==> src/startup_defs.svh <==
// Constants for the start-up reset and clock configuration block
`ifndef STARTUP_DEFS_SVH
`define STARTUP_DEFS_SVH

// ---------------------------------------------------------------
// Register byte addresses
// ---------------------------------------------------------------
`define ADDR_POWER_MGMT 12'h000
`define ADDR_RUNRST 12'h004
`define ADDR_STATUS 12'h008

// ---------------------------------------------------------------
// Field positions and reset values
// ---------------------------------------------------------------
`define RUNRST_EN_BIT 0
`define PM_MULT_LSB 0
`define PM_DIV_LSB 8
`define PM_APPLY_BIT 16
`define POWER_MGMT_RESET 32'h0000_0000

// ---------------------------------------------------------------
// Ratio codes from the strap pins
// ---------------------------------------------------------------
`define RATIO_CODE_8 2'h0
`define RATIO_CODE_32 2'h1
`define RATIO_CODE_16 2'h2
`define RATIO_8 8'h08
`define RATIO_32 8'h20
`define RATIO_16 8'h10

// ---------------------------------------------------------------
// Timing
// ---------------------------------------------------------------
`define LOCK_CYCLES 4096

`endif

==> src/startup_pkg.sv <==
// Types shared by the start-up sequencer
package startup_pkg;

	// Sequencer phases
	typedef enum logic [1:0] {
		ST_LOCK_WAIT,
		ST_RUN
	} seq_state_e;

	// Clock setting as seen by the core clock generator
	typedef struct packed {
		logic [7:0] mult;
		logic [7:0] div;
		logic valid;
	} clk_setting_s;

	// Latched strap values
	typedef struct packed {
		logic [1:0] ratio_code;
		logic [2:0] boot_mode;
	} strap_s;

endpackage

==> src/lock_counter.sv <==
// Lock-wait counter that holds the core until the PLL settles
`timescale 1ns/1ps
`include "startup_defs.svh"

module lock_counter #(
	parameter int LOCK_COUNT = `LOCK_CYCLES
) (
	input wire logic clk,
	input wire logic rst_n,
	output logic done
);
	localparam int CW = $clog2(LOCK_COUNT + 1);
	localparam logic [CW-1:0] TERM = CW'(LOCK_COUNT);

	logic [CW-1:0] count;
	logic [CW-1:0] next_count;

	// Count up to the lock figure, then stick
	always_comb begin
		next_count = count;
		if (count != TERM) begin
			next_count = count + CW'(1);
		end
	end

	// Restarts on every reset assertion
	always_ff @(posedge clk) begin
		if (!rst_n) begin
			count <= '0;
		end else begin
			count <= next_count;
		end
	end

	assign done = (count == TERM);

endmodule // lock_counter

==> src/startup_seq.sv <==
// Start-up reset and clock configuration sequencer with AHB-Lite slave
//
// Chosen here: the AHB-Lite slave port and the address map.
`timescale 1ns/1ps
`include "startup_defs.svh"

// Contract
// - strap code picks 8, 32 or 16 ratio
// - software clock fields change frequency after reset
// - wait 4096 reference clocks after reset release
// - then start fetching at reset vector
// - dual pin is reset output by default
// - control bit 0 turns pin into input
module startup_seq
	import startup_pkg::*;
#(
	parameter int LOCK_COUNT = `LOCK_CYCLES,
	parameter logic [31:0] RESET_VECTOR = 32'h0000_0000
) (
	input wire logic clk,
	input wire logic rst_n,
	input wire logic [1:0] ratio_strap,
	input wire logic [2:0] boot_strap,
	input wire logic reset_output_pin_i,
	output logic reset_output_pin_o,
	output logic reset_output_pin_oe,
	output logic core_rst_n,
	output logic fetch_start,
	output logic [31:0] fetch_addr,
	output logic [2:0] boot_mode,
	output clk_setting_s clk_setting,
	output logic running_reset_input,
	input wire logic hsel,
	input wire logic [11:0] haddr,
	input wire logic [1:0] htrans,
	input wire logic hwrite,
	input wire logic [2:0] hsize,
	input wire logic [31:0] hwdata,
	input wire logic hready,
	output logic hreadyout,
	output logic hresp,
	output logic [31:0] hrdata
);
	// ---------------------------------------------------------------
	// Lock wait
	// ---------------------------------------------------------------
	logic lock_done;

	// Reset restarts the count, so any reassertion re-arms the wait
	lock_counter #(.LOCK_COUNT(LOCK_COUNT)) u_lock (
		.clk(clk),
		.rst_n(rst_n),
		.done(lock_done)
	);

	seq_state_e state;
	seq_state_e next_state;
	strap_s straps;
	strap_s next_straps;
	logic [31:0] power_mgmt_control_reg;
	logic [31:0] next_power_mgmt;
	logic [31:0] running_reset_control_reg;
	logic [31:0] next_runrst;
	clk_setting_s next_clk_setting;
	logic wr_pend;
	logic next_wr_pend;
	logic [11:0] wr_addr;
	logic [11:0] next_wr_addr;
	logic [31:0] next_hrdata;
	logic next_fetch_start;

	// ---------------------------------------------------------------
	// Strap capture and state
	// ---------------------------------------------------------------
	function automatic logic [7:0] ratio_of(input logic [1:0] code);
		unique case (code)
			`RATIO_CODE_8: ratio_of = `RATIO_8;
			`RATIO_CODE_32: ratio_of = `RATIO_32;
			`RATIO_CODE_16: ratio_of = `RATIO_16;
			default: ratio_of = `RATIO_8; // Reserved code falls back
		endcase
	endfunction

	// Straps cleared in reset, tracked during the lock wait, frozen once running
	always_comb begin
		next_straps = straps;
		next_state = state;
		next_fetch_start = 1'b0;
		unique case (state)
			ST_LOCK_WAIT: begin
				next_straps.ratio_code = ratio_strap;
				next_straps.boot_mode = boot_strap;
				if (lock_done) begin
					next_state = ST_RUN;
					next_fetch_start = 1'b1;
				end
			end
			ST_RUN: begin
			end
		endcase
	end

	// ---------------------------------------------------------------
	// Bus slave and registers
	// ---------------------------------------------------------------
	wire addr_ok = hsel && hready && htrans[1];

	// Writes land in data phase; clock fields only in ST_RUN with the apply bit set
	always_comb begin
		next_wr_pend = addr_ok && hwrite;
		next_wr_addr = addr_ok ? haddr : wr_addr;
		next_power_mgmt = power_mgmt_control_reg;
		next_runrst = running_reset_control_reg;
		next_clk_setting = clk_setting;
		next_hrdata = hrdata;
		if (state == ST_LOCK_WAIT) begin
			next_clk_setting.mult = ratio_of(straps.ratio_code);
			next_clk_setting.div = 8'h01;
			next_clk_setting.valid = 1'b0;
		end else begin
			next_clk_setting.valid = 1'b1;
		end
		if (wr_pend) begin
			unique case (wr_addr)
				`ADDR_POWER_MGMT: begin
					next_power_mgmt = hwdata;
					if (state == ST_RUN && hwdata[`PM_APPLY_BIT]) begin
						next_clk_setting.mult = hwdata[`PM_MULT_LSB +: 8];
						next_clk_setting.div = hwdata[`PM_DIV_LSB +: 8];
					end
				end
				`ADDR_RUNRST: next_runrst = {31'h0, hwdata[`RUNRST_EN_BIT]};
				default: ;
			endcase
		end
		if (addr_ok && !hwrite) begin
			unique case (haddr)
				`ADDR_POWER_MGMT: next_hrdata = power_mgmt_control_reg;
				`ADDR_RUNRST: next_hrdata = running_reset_control_reg;
				`ADDR_STATUS: next_hrdata = {24'h0, straps.ratio_code,
					straps.boot_mode, 2'h0, state == ST_RUN};
				default: next_hrdata = 32'h0000_0000;
			endcase
		end
	end

	// Register everything; pin role resets to output
	always_ff @(posedge clk) begin
		if (!rst_n) begin
			state <= ST_LOCK_WAIT;
			straps <= '0;
			power_mgmt_control_reg <= `POWER_MGMT_RESET;
			running_reset_control_reg <= 32'h0000_0000;
			clk_setting <= '0;
			wr_pend <= 1'b0;
			wr_addr <= 12'h000;
			hrdata <= 32'h0000_0000;
			fetch_start <= 1'b0;
		end else begin
			state <= next_state;
			straps <= next_straps;
			power_mgmt_control_reg <= next_power_mgmt;
			running_reset_control_reg <= next_runrst;
			clk_setting <= next_clk_setting;
			wr_pend <= next_wr_pend;
			wr_addr <= next_wr_addr;
			hrdata <= next_hrdata;
			fetch_start <= next_fetch_start;
		end
	end

	// ---------------------------------------------------------------
	// Outputs
	// ---------------------------------------------------------------
	// Zero wait states, always OKAY
	assign hreadyout = 1'b1;
	assign hresp = 1'b0;
	assign core_rst_n = (state == ST_RUN);
	assign fetch_addr = RESET_VECTOR;
	assign boot_mode = straps.boot_mode;
	// Pin drives core reset unless software hands it to the input role
	assign reset_output_pin_oe = !running_reset_control_reg[`RUNRST_EN_BIT];
	assign reset_output_pin_o = core_rst_n;
	assign running_reset_input = running_reset_control_reg[`RUNRST_EN_BIT]
		? reset_output_pin_i : 1'b1;

	// ---------------------------------------------------------------
	// Checks
	// ---------------------------------------------------------------
	int unsigned run_cnt;
	always_ff @(posedge clk) begin
		if (!rst_n) begin
			run_cnt <= 0;
		end else if (run_cnt < LOCK_COUNT + 2) begin
			run_cnt <= run_cnt + 1;
		end
	end

	core_hold_a: assert property (@(posedge clk) disable iff (!rst_n)
		(run_cnt < LOCK_COUNT) |-> !core_rst_n)
		else $error("core released before lock wait");
	core_release_a: assert property (@(posedge clk) disable iff (!rst_n)
		(run_cnt >= LOCK_COUNT + 1) |-> core_rst_n)
		else $error("core not released after lock wait");
	fetch_pulse_a: assert property (@(posedge clk) disable iff (!rst_n)
		$rose(core_rst_n) |-> fetch_start ##1 !fetch_start)
		else $error("fetch start not one pulse at release");
	pin_default_a: assert property (@(posedge clk) disable iff (!rst_n)
		$rose(rst_n) |-> reset_output_pin_oe)
		else $error("reset pin not output after reset");
	pin_role_a: assert property (@(posedge clk) disable iff (!rst_n)
		(wr_pend && wr_addr == `ADDR_RUNRST) |=>
		reset_output_pin_oe != $past(hwdata[`RUNRST_EN_BIT]))
		else $error("pin role differs from written control bit");
	ratio_map_a: assert property (@(posedge clk) disable iff (!rst_n)
		(state == ST_LOCK_WAIT && straps.ratio_code == 2'h1) |=>
		clk_setting.mult == 8'h20)
		else $error("ratio code 01 not 32");
	clk_change_a: assert property (@(posedge clk) disable iff (!rst_n)
		(wr_pend && wr_addr == `ADDR_POWER_MGMT && state == ST_RUN
		&& hwdata[16]) |=> clk_setting.mult == $past(hwdata[7:0]))
		else $error("clock field write not applied");
	clk_locked_a: assert property (@(posedge clk) disable iff (!rst_n)
		(state == ST_LOCK_WAIT) |=> !clk_setting.valid)
		else $error("clock setting valid during lock wait");

endmodule // startup_seq

==> config.mk <==
export PLATFORM = sky130hd
export DESIGN_NAME = startup_seq
export DESIGN_NICKNAME = d
export VERILOG_FILES = /design/src/startup_pkg.sv /design/src/lock_counter.sv /design/src/startup_seq.sv
export VERILOG_INCLUDE_DIRS = /design/src
export SDC_FILE = /design/constraint.sdc
export NUM_CORES = 1
export LEC_CHECK = 0
export BUFFER_PORTS_ARGS = -buffer_cell sky130_fd_sc_hd__buf_2
export CORE_ASPECT_RATIO = 1.2
export CORE_MARGIN = 2
export CORE_UTILIZATION = 30
export DETAILED_ROUTE_END_ITERATION = 10
export MAX_ROUTING_LAYER = met4
export PLACE_DENSITY = 0.58
export SYNTH_ARGS = -nofsm -noshare
export SYNTH_HDL_FRONTEND = slang
export SYNTH_SLANG_ARGS = --single-unit
==> constraint.sdc <==
create_clock -name clk -period 3.7 [get_ports clk]
set_input_delay 0.555 -clock clk [delete_from_list [all_inputs] [get_ports clk]]
set_output_delay 0.555 -clock clk [all_outputs]
set_load 0.01 [all_outputs]
Yosys cells after proc, flatten, opt, wreduce, memory -nomap -nowiden

Cells that the tools add are included.

$add $sub $neg: 1
Eq/ne operators: 7
Muxes and demuxes: 9
Reductions and logical operators: 14

Operator list:

| kind                                                             | count |
|---|---|
| 32-bit case mux with 3 select lines                              | 1 |
| 16-bit 2-to-1 mux                                                | 4 |
| 12-bit by 3-bit == test with 1-bit output, second input constant | 2 |
| 12-bit logical NOT                                               | 2 |
| 13-bit by 1-bit adder with 13-bit output, second input constant  | 1 |
| 13-bit == test, second input constant                            | 1 |
| 13-bit != test, second input constant                            | 1 |
| 12-bit by 4-bit == test with 1-bit output, second input constant | 1 |
| 6-bit case mux with 2 select lines                               | 1 |
| 2-bit AND reduction                                              | 4 |
| 1-bit logical AND                                                | 5 |
| 1-bit 2-to-1 mux                                                 | 3 |
| 2-bit by 1-bit == test with 1-bit output, second input constant  | 1 |
| 2-bit == test, second input constant                             | 1 |
| 1-bit logical NOT                                                | 2 |
| 2-bit logical NOT                                                | 1 |

Register bits after elaboration: 115
Word-level logic and storage cells: 44

Depth between registers and ports, before layout

Depth in word-level cells: 6
Mapped depth: 7
Mapped depth without buffers: 6

By module

Synthesis repeated with hierarchy kept, for this count alone.

Cell total of the unflattened synthesis: 528
Area, all modules: 5033.6 µm²

Modules (own cells, without submodules):

| module       | instances | cells an instance | area an instance (µm²) |
|---|---|---|---|
| startup_seq  | 1         | 453               | 4390.5 |
| lock_counter | 1         | 75                | 643.1 |

Least setup slack after synthesis

No wires, ideal clock.

Kind: input to register
From: input haddr[4]
To: register hrdata[16]
Arrival: 1.739 ns
Setup slack: 1.903 ns
Cell stages on the path: 5
Buffers on the path: 1
Cell sequence: nor4_4 -> nand4_2 -> nor4b_4 -> buf_6 -> a22o_1

Longest elaborated chain between the ends: 2

RTL lines:

| element                                                                 | RTL line           | text |
|---|---|---|
| start: declaration                                                      | startup_seq.sv:34  | `input wire logic [11:0] haddr,` |
| 12-bit by 4-bit == test with 1-bit output, or another cell as far along | startup_seq.sv:137 | `unique case (haddr)` |
| 32-bit case mux with 3 select lines (*)                                 | startup_seq.sv:137 |  |
| end signal: assignment                                                  | startup_seq.sv:167 | `hrdata <= next_hrdata;` |
| end: declaration                                                        | startup_seq.sv:42  | `output logic [31:0] hrdata` |

Every way passes the cells marked *; elsewhere a longest branch is shown, timed or not.
A chain may end at the register's enable or synchronous reset.

Worst setup path after layout

From: register wr_addr[8]
To: register clk_setting[1] in the netlist's numbering

Longest elaborated chain between the ends: 3

RTL lines:

| element                  | RTL line           | text |
|---|---|---|
| start: declaration       | startup_seq.sv:67  | `logic [11:0] wr_addr;` |
| start signal: assignment | startup_seq.sv:166 | `wr_addr <= next_wr_addr;` |
| 12-bit logical NOT       | startup_seq.sv:124 | `unique case (wr_addr)` |
| 16-bit 2-to-1 mux        | startup_seq.sv:124 |  |
| 16-bit 2-to-1 mux        | startup_seq.sv:123 | `if (wr_pend) begin` |
| end signal: assignment   | startup_seq.sv:164 | `clk_setting <= next_clk_setting;` |
| end: declaration         | startup_seq.sv:31  | `output clk_setting_s clk_setting,` |

Every way passes these cells.

==> impl_metrics.json <==
{
  "ios": 151,
  "hold_violations": 0,
  "grt_pass1_vias": 3544,
  "netlist.area_leader.share_pct": 49.4,
  "dr.first_iter.drc_count": 126,
  "ys_async_sr_fraction_pct": 0,
  "max_freq_ghz": 0.484,
  "synth_seq_cells": 115,
  "synth_edf_count": 0,
  "cts-htree-levels": 4,
  "synth_area_um2": 4660,
  "layout_commonest_cell": "dfxtp_1",
  "use_met3_pct": 3.80,
  "ys.flop_type": "dfxtp_1",
  "clk_latency_ns": 0.41,
  "ir_drop_v": 0.000257,
  "cp.arrival_ns": 2.32,
  "synth_warnings": 0,
  "top_usage_layer": "met2",
  "cts-root-buf": "clkbuf_16",
  "cp.required_ns": 3.95,
  "port_buffers": 112,
  "power_density_nw_per_um2": 538,
  "synth-seq-area-share_pct": 49.4,
  "dieArea_um2": 16600,
  "initial_core_util_pct": 30.9,
  "grt_util_all_layers_pct": 13.5,
  "rsz0062_at_grt": "false",
  "crit_type": "reg2reg",
  "setup_tns_ns": 0,
  "die-height_um": 141,
  "critPathCaptureType": "register",
  "tightest_slew_ns": 0.762,
  "synth_top_area_cell": "dfxtp_1",
  "finClkSkew_ns": 0.00690,
  "period_minus_slack_ns": 2.07,
  "antenna_found_initial": 0,
  "met1_usage_pct": 15.2,
  "detail_route.wl_per_cell_um": 12.9,
  "total_power_uw": 3140,
  "overflow": 0,
  "grt_max_degree": 65,
  "maxSlewHeadroom_pct": 49.1,
  "diodes": 0,
  "die_x_um": 118,
  "hold_class": "in2reg",
  "layout_common_cells": "115 x dfxtp_1, 112 x buf_2, 71 x nand2_1",
  "placementRows": 49,
  "place_hpwl_mm": 7.22,
  "drc": 0,
  "grt_first_pass_wirelength_mm": 17.3,
  "wl_mm": 10.5,
  "synth.distinct_cells": 39,
  "n_fill_cell": 1544,
  "status": "completed",
  "fin_nets": 660,
  "core-area_um2": 15100,
  "syn_inst": 497,
  "crit_fanout": 16,
  "max-cap-violations": 0,
  "avgSynthCellArea_um2": 9.38,
  "setup_violations": 0,
  "gp_congestion": 0.747,
  "slew_violations": 0,
  "area_growth_syn_to_layout_pct": 25.3,
  "clockBufferDepth": 2,
  "cts_resized": 0,
  "holdBufCountCts": 0,
  "clkSinkCount": 115,
  "layout-drive-gt1-share_pct": 25.3,
  "post-cts-setup-buffers": 0,
  "vias": 3637,
  "cts.clk_slew.worst_paths_ns": 0.05,
  "synth_area_leaders": "dfxtp_1 49%, buf_4 6.1%, mux2i_1 6.0%",
  "drt-pass1-iter-count": 4,
  "critPathLaunchType": "register",
  "final.period_utilization_pct": 55.8,
  "leakagePower_uw": 0.00262,
  "drtAntennaViolNets": 0,
  "cts_tree": "built",
  "final_core_utilization_pct": 38.8,
  "grt.met2_usage_pct": 21.8,
  "viasPerCell": 4.48,
  "cts_buffers": 17
}
## Yosys cell counts (4+ instances only)
| cell | count |
|---|---|
| clkbuf_1 | 24 |
| mux2i_1 | 28 |
| ha_1 | 4 |
| o21ai_1 | 32 |
| and2_1 | 10 |
| xnor2_1 | 4 |
| nand3_1 | 39 |
| o21ai_0 | 10 |
| xor2_1 | 6 |
| a22o_1 | 26 |
| nor4_1 | 5 |
| nand2_1 | 71 |
| nor2b_1 | 8 |
| a21boi_0 | 14 |
| inv_1 | 8 |
| dfxtp_1 | 115 |
| nor2_1 | 16 |
| buf_4 | 38 |
## layer usage
metal,share of wire (%),vias up
met5,0,-
met4,2.5,0
met3,5.4,20
met2,47,120
met1,46,1664
li1,-,1833
## where the power goes
part	internal, uW	switching, uW
registers	1260	12.4
clock network	1180	551
logic	53.2	91.3
## stage by stage
stage	cell area, um^2	hold slack, ns	std cells	setup slack [ns]
floorplan	4780	0.436	529	1.90
global placement	5220	0.443	781	1.47
detailed placement	5220	0.450	781	1.42
CTS	5840	0.359	812	1.56
global route	5840	0.380	812	1.41
finish	5840	0.387	812	1.63
## final timing paths
path / start / to / slack [ns] / cells past startpoint
worst max-delay path: wr_addr[8]$_SDFFE_PN0P_ / clk_setting[1]$_SDFF_PN0_ / 1.63 / 4
worst min-delay path: hwdata[27] / power_mgmt_control_reg[27]$_SDFFE_PN0P_ / 0.39 / 3
worst max register to register: wr_addr[8]$_SDFFE_PN0P_ / clk_setting[1]$_SDFF_PN0_ / 1.63 / 4
worst min register to register: power_mgmt_control_reg[21]$_SDFFE_PN0P_ / power_mgmt_control_reg[21]$_SDFFE_PN0P_ / 0.45 / 2
## final cells by class
cell class	count	area, um^2	area share, %
Clock buffer	23	478	8.18
Clock inverter	8	150	2.57
Inverter	8	30.0	0.514
Multi-Input combinational cell	337	2030	34.7
Sequential cell	115	2300	39.4
Tap cell	204	255	4.37
Timing Repair Buffer	117	598	10.2
## critical path, stage by stage, from the launching register on
cell,delay (ns)
dfxtp_1,0.32
nor4b_2,0.44
nand4_2,0.68
mux2i_1,0.36
a21boi_0,0.11
## logic make-up after synthesis
group | count (synthesis) | synth area share (%)
AND/OR/NAND/NOR | 172 | 19.2
flip-flops | 115 | 49.4
AO/OA/AOI/OAI | 89 | 12.6
buffers and inverters | 77 | 9.66
multiplexers | 28 | 6.01
XOR/XNOR | 10 | 1.88
adder cells (fa/ha/maj) | 4 | 1.07
other | 2 | 0.161
Note: power is estimated with default switching activity, not from simulation.
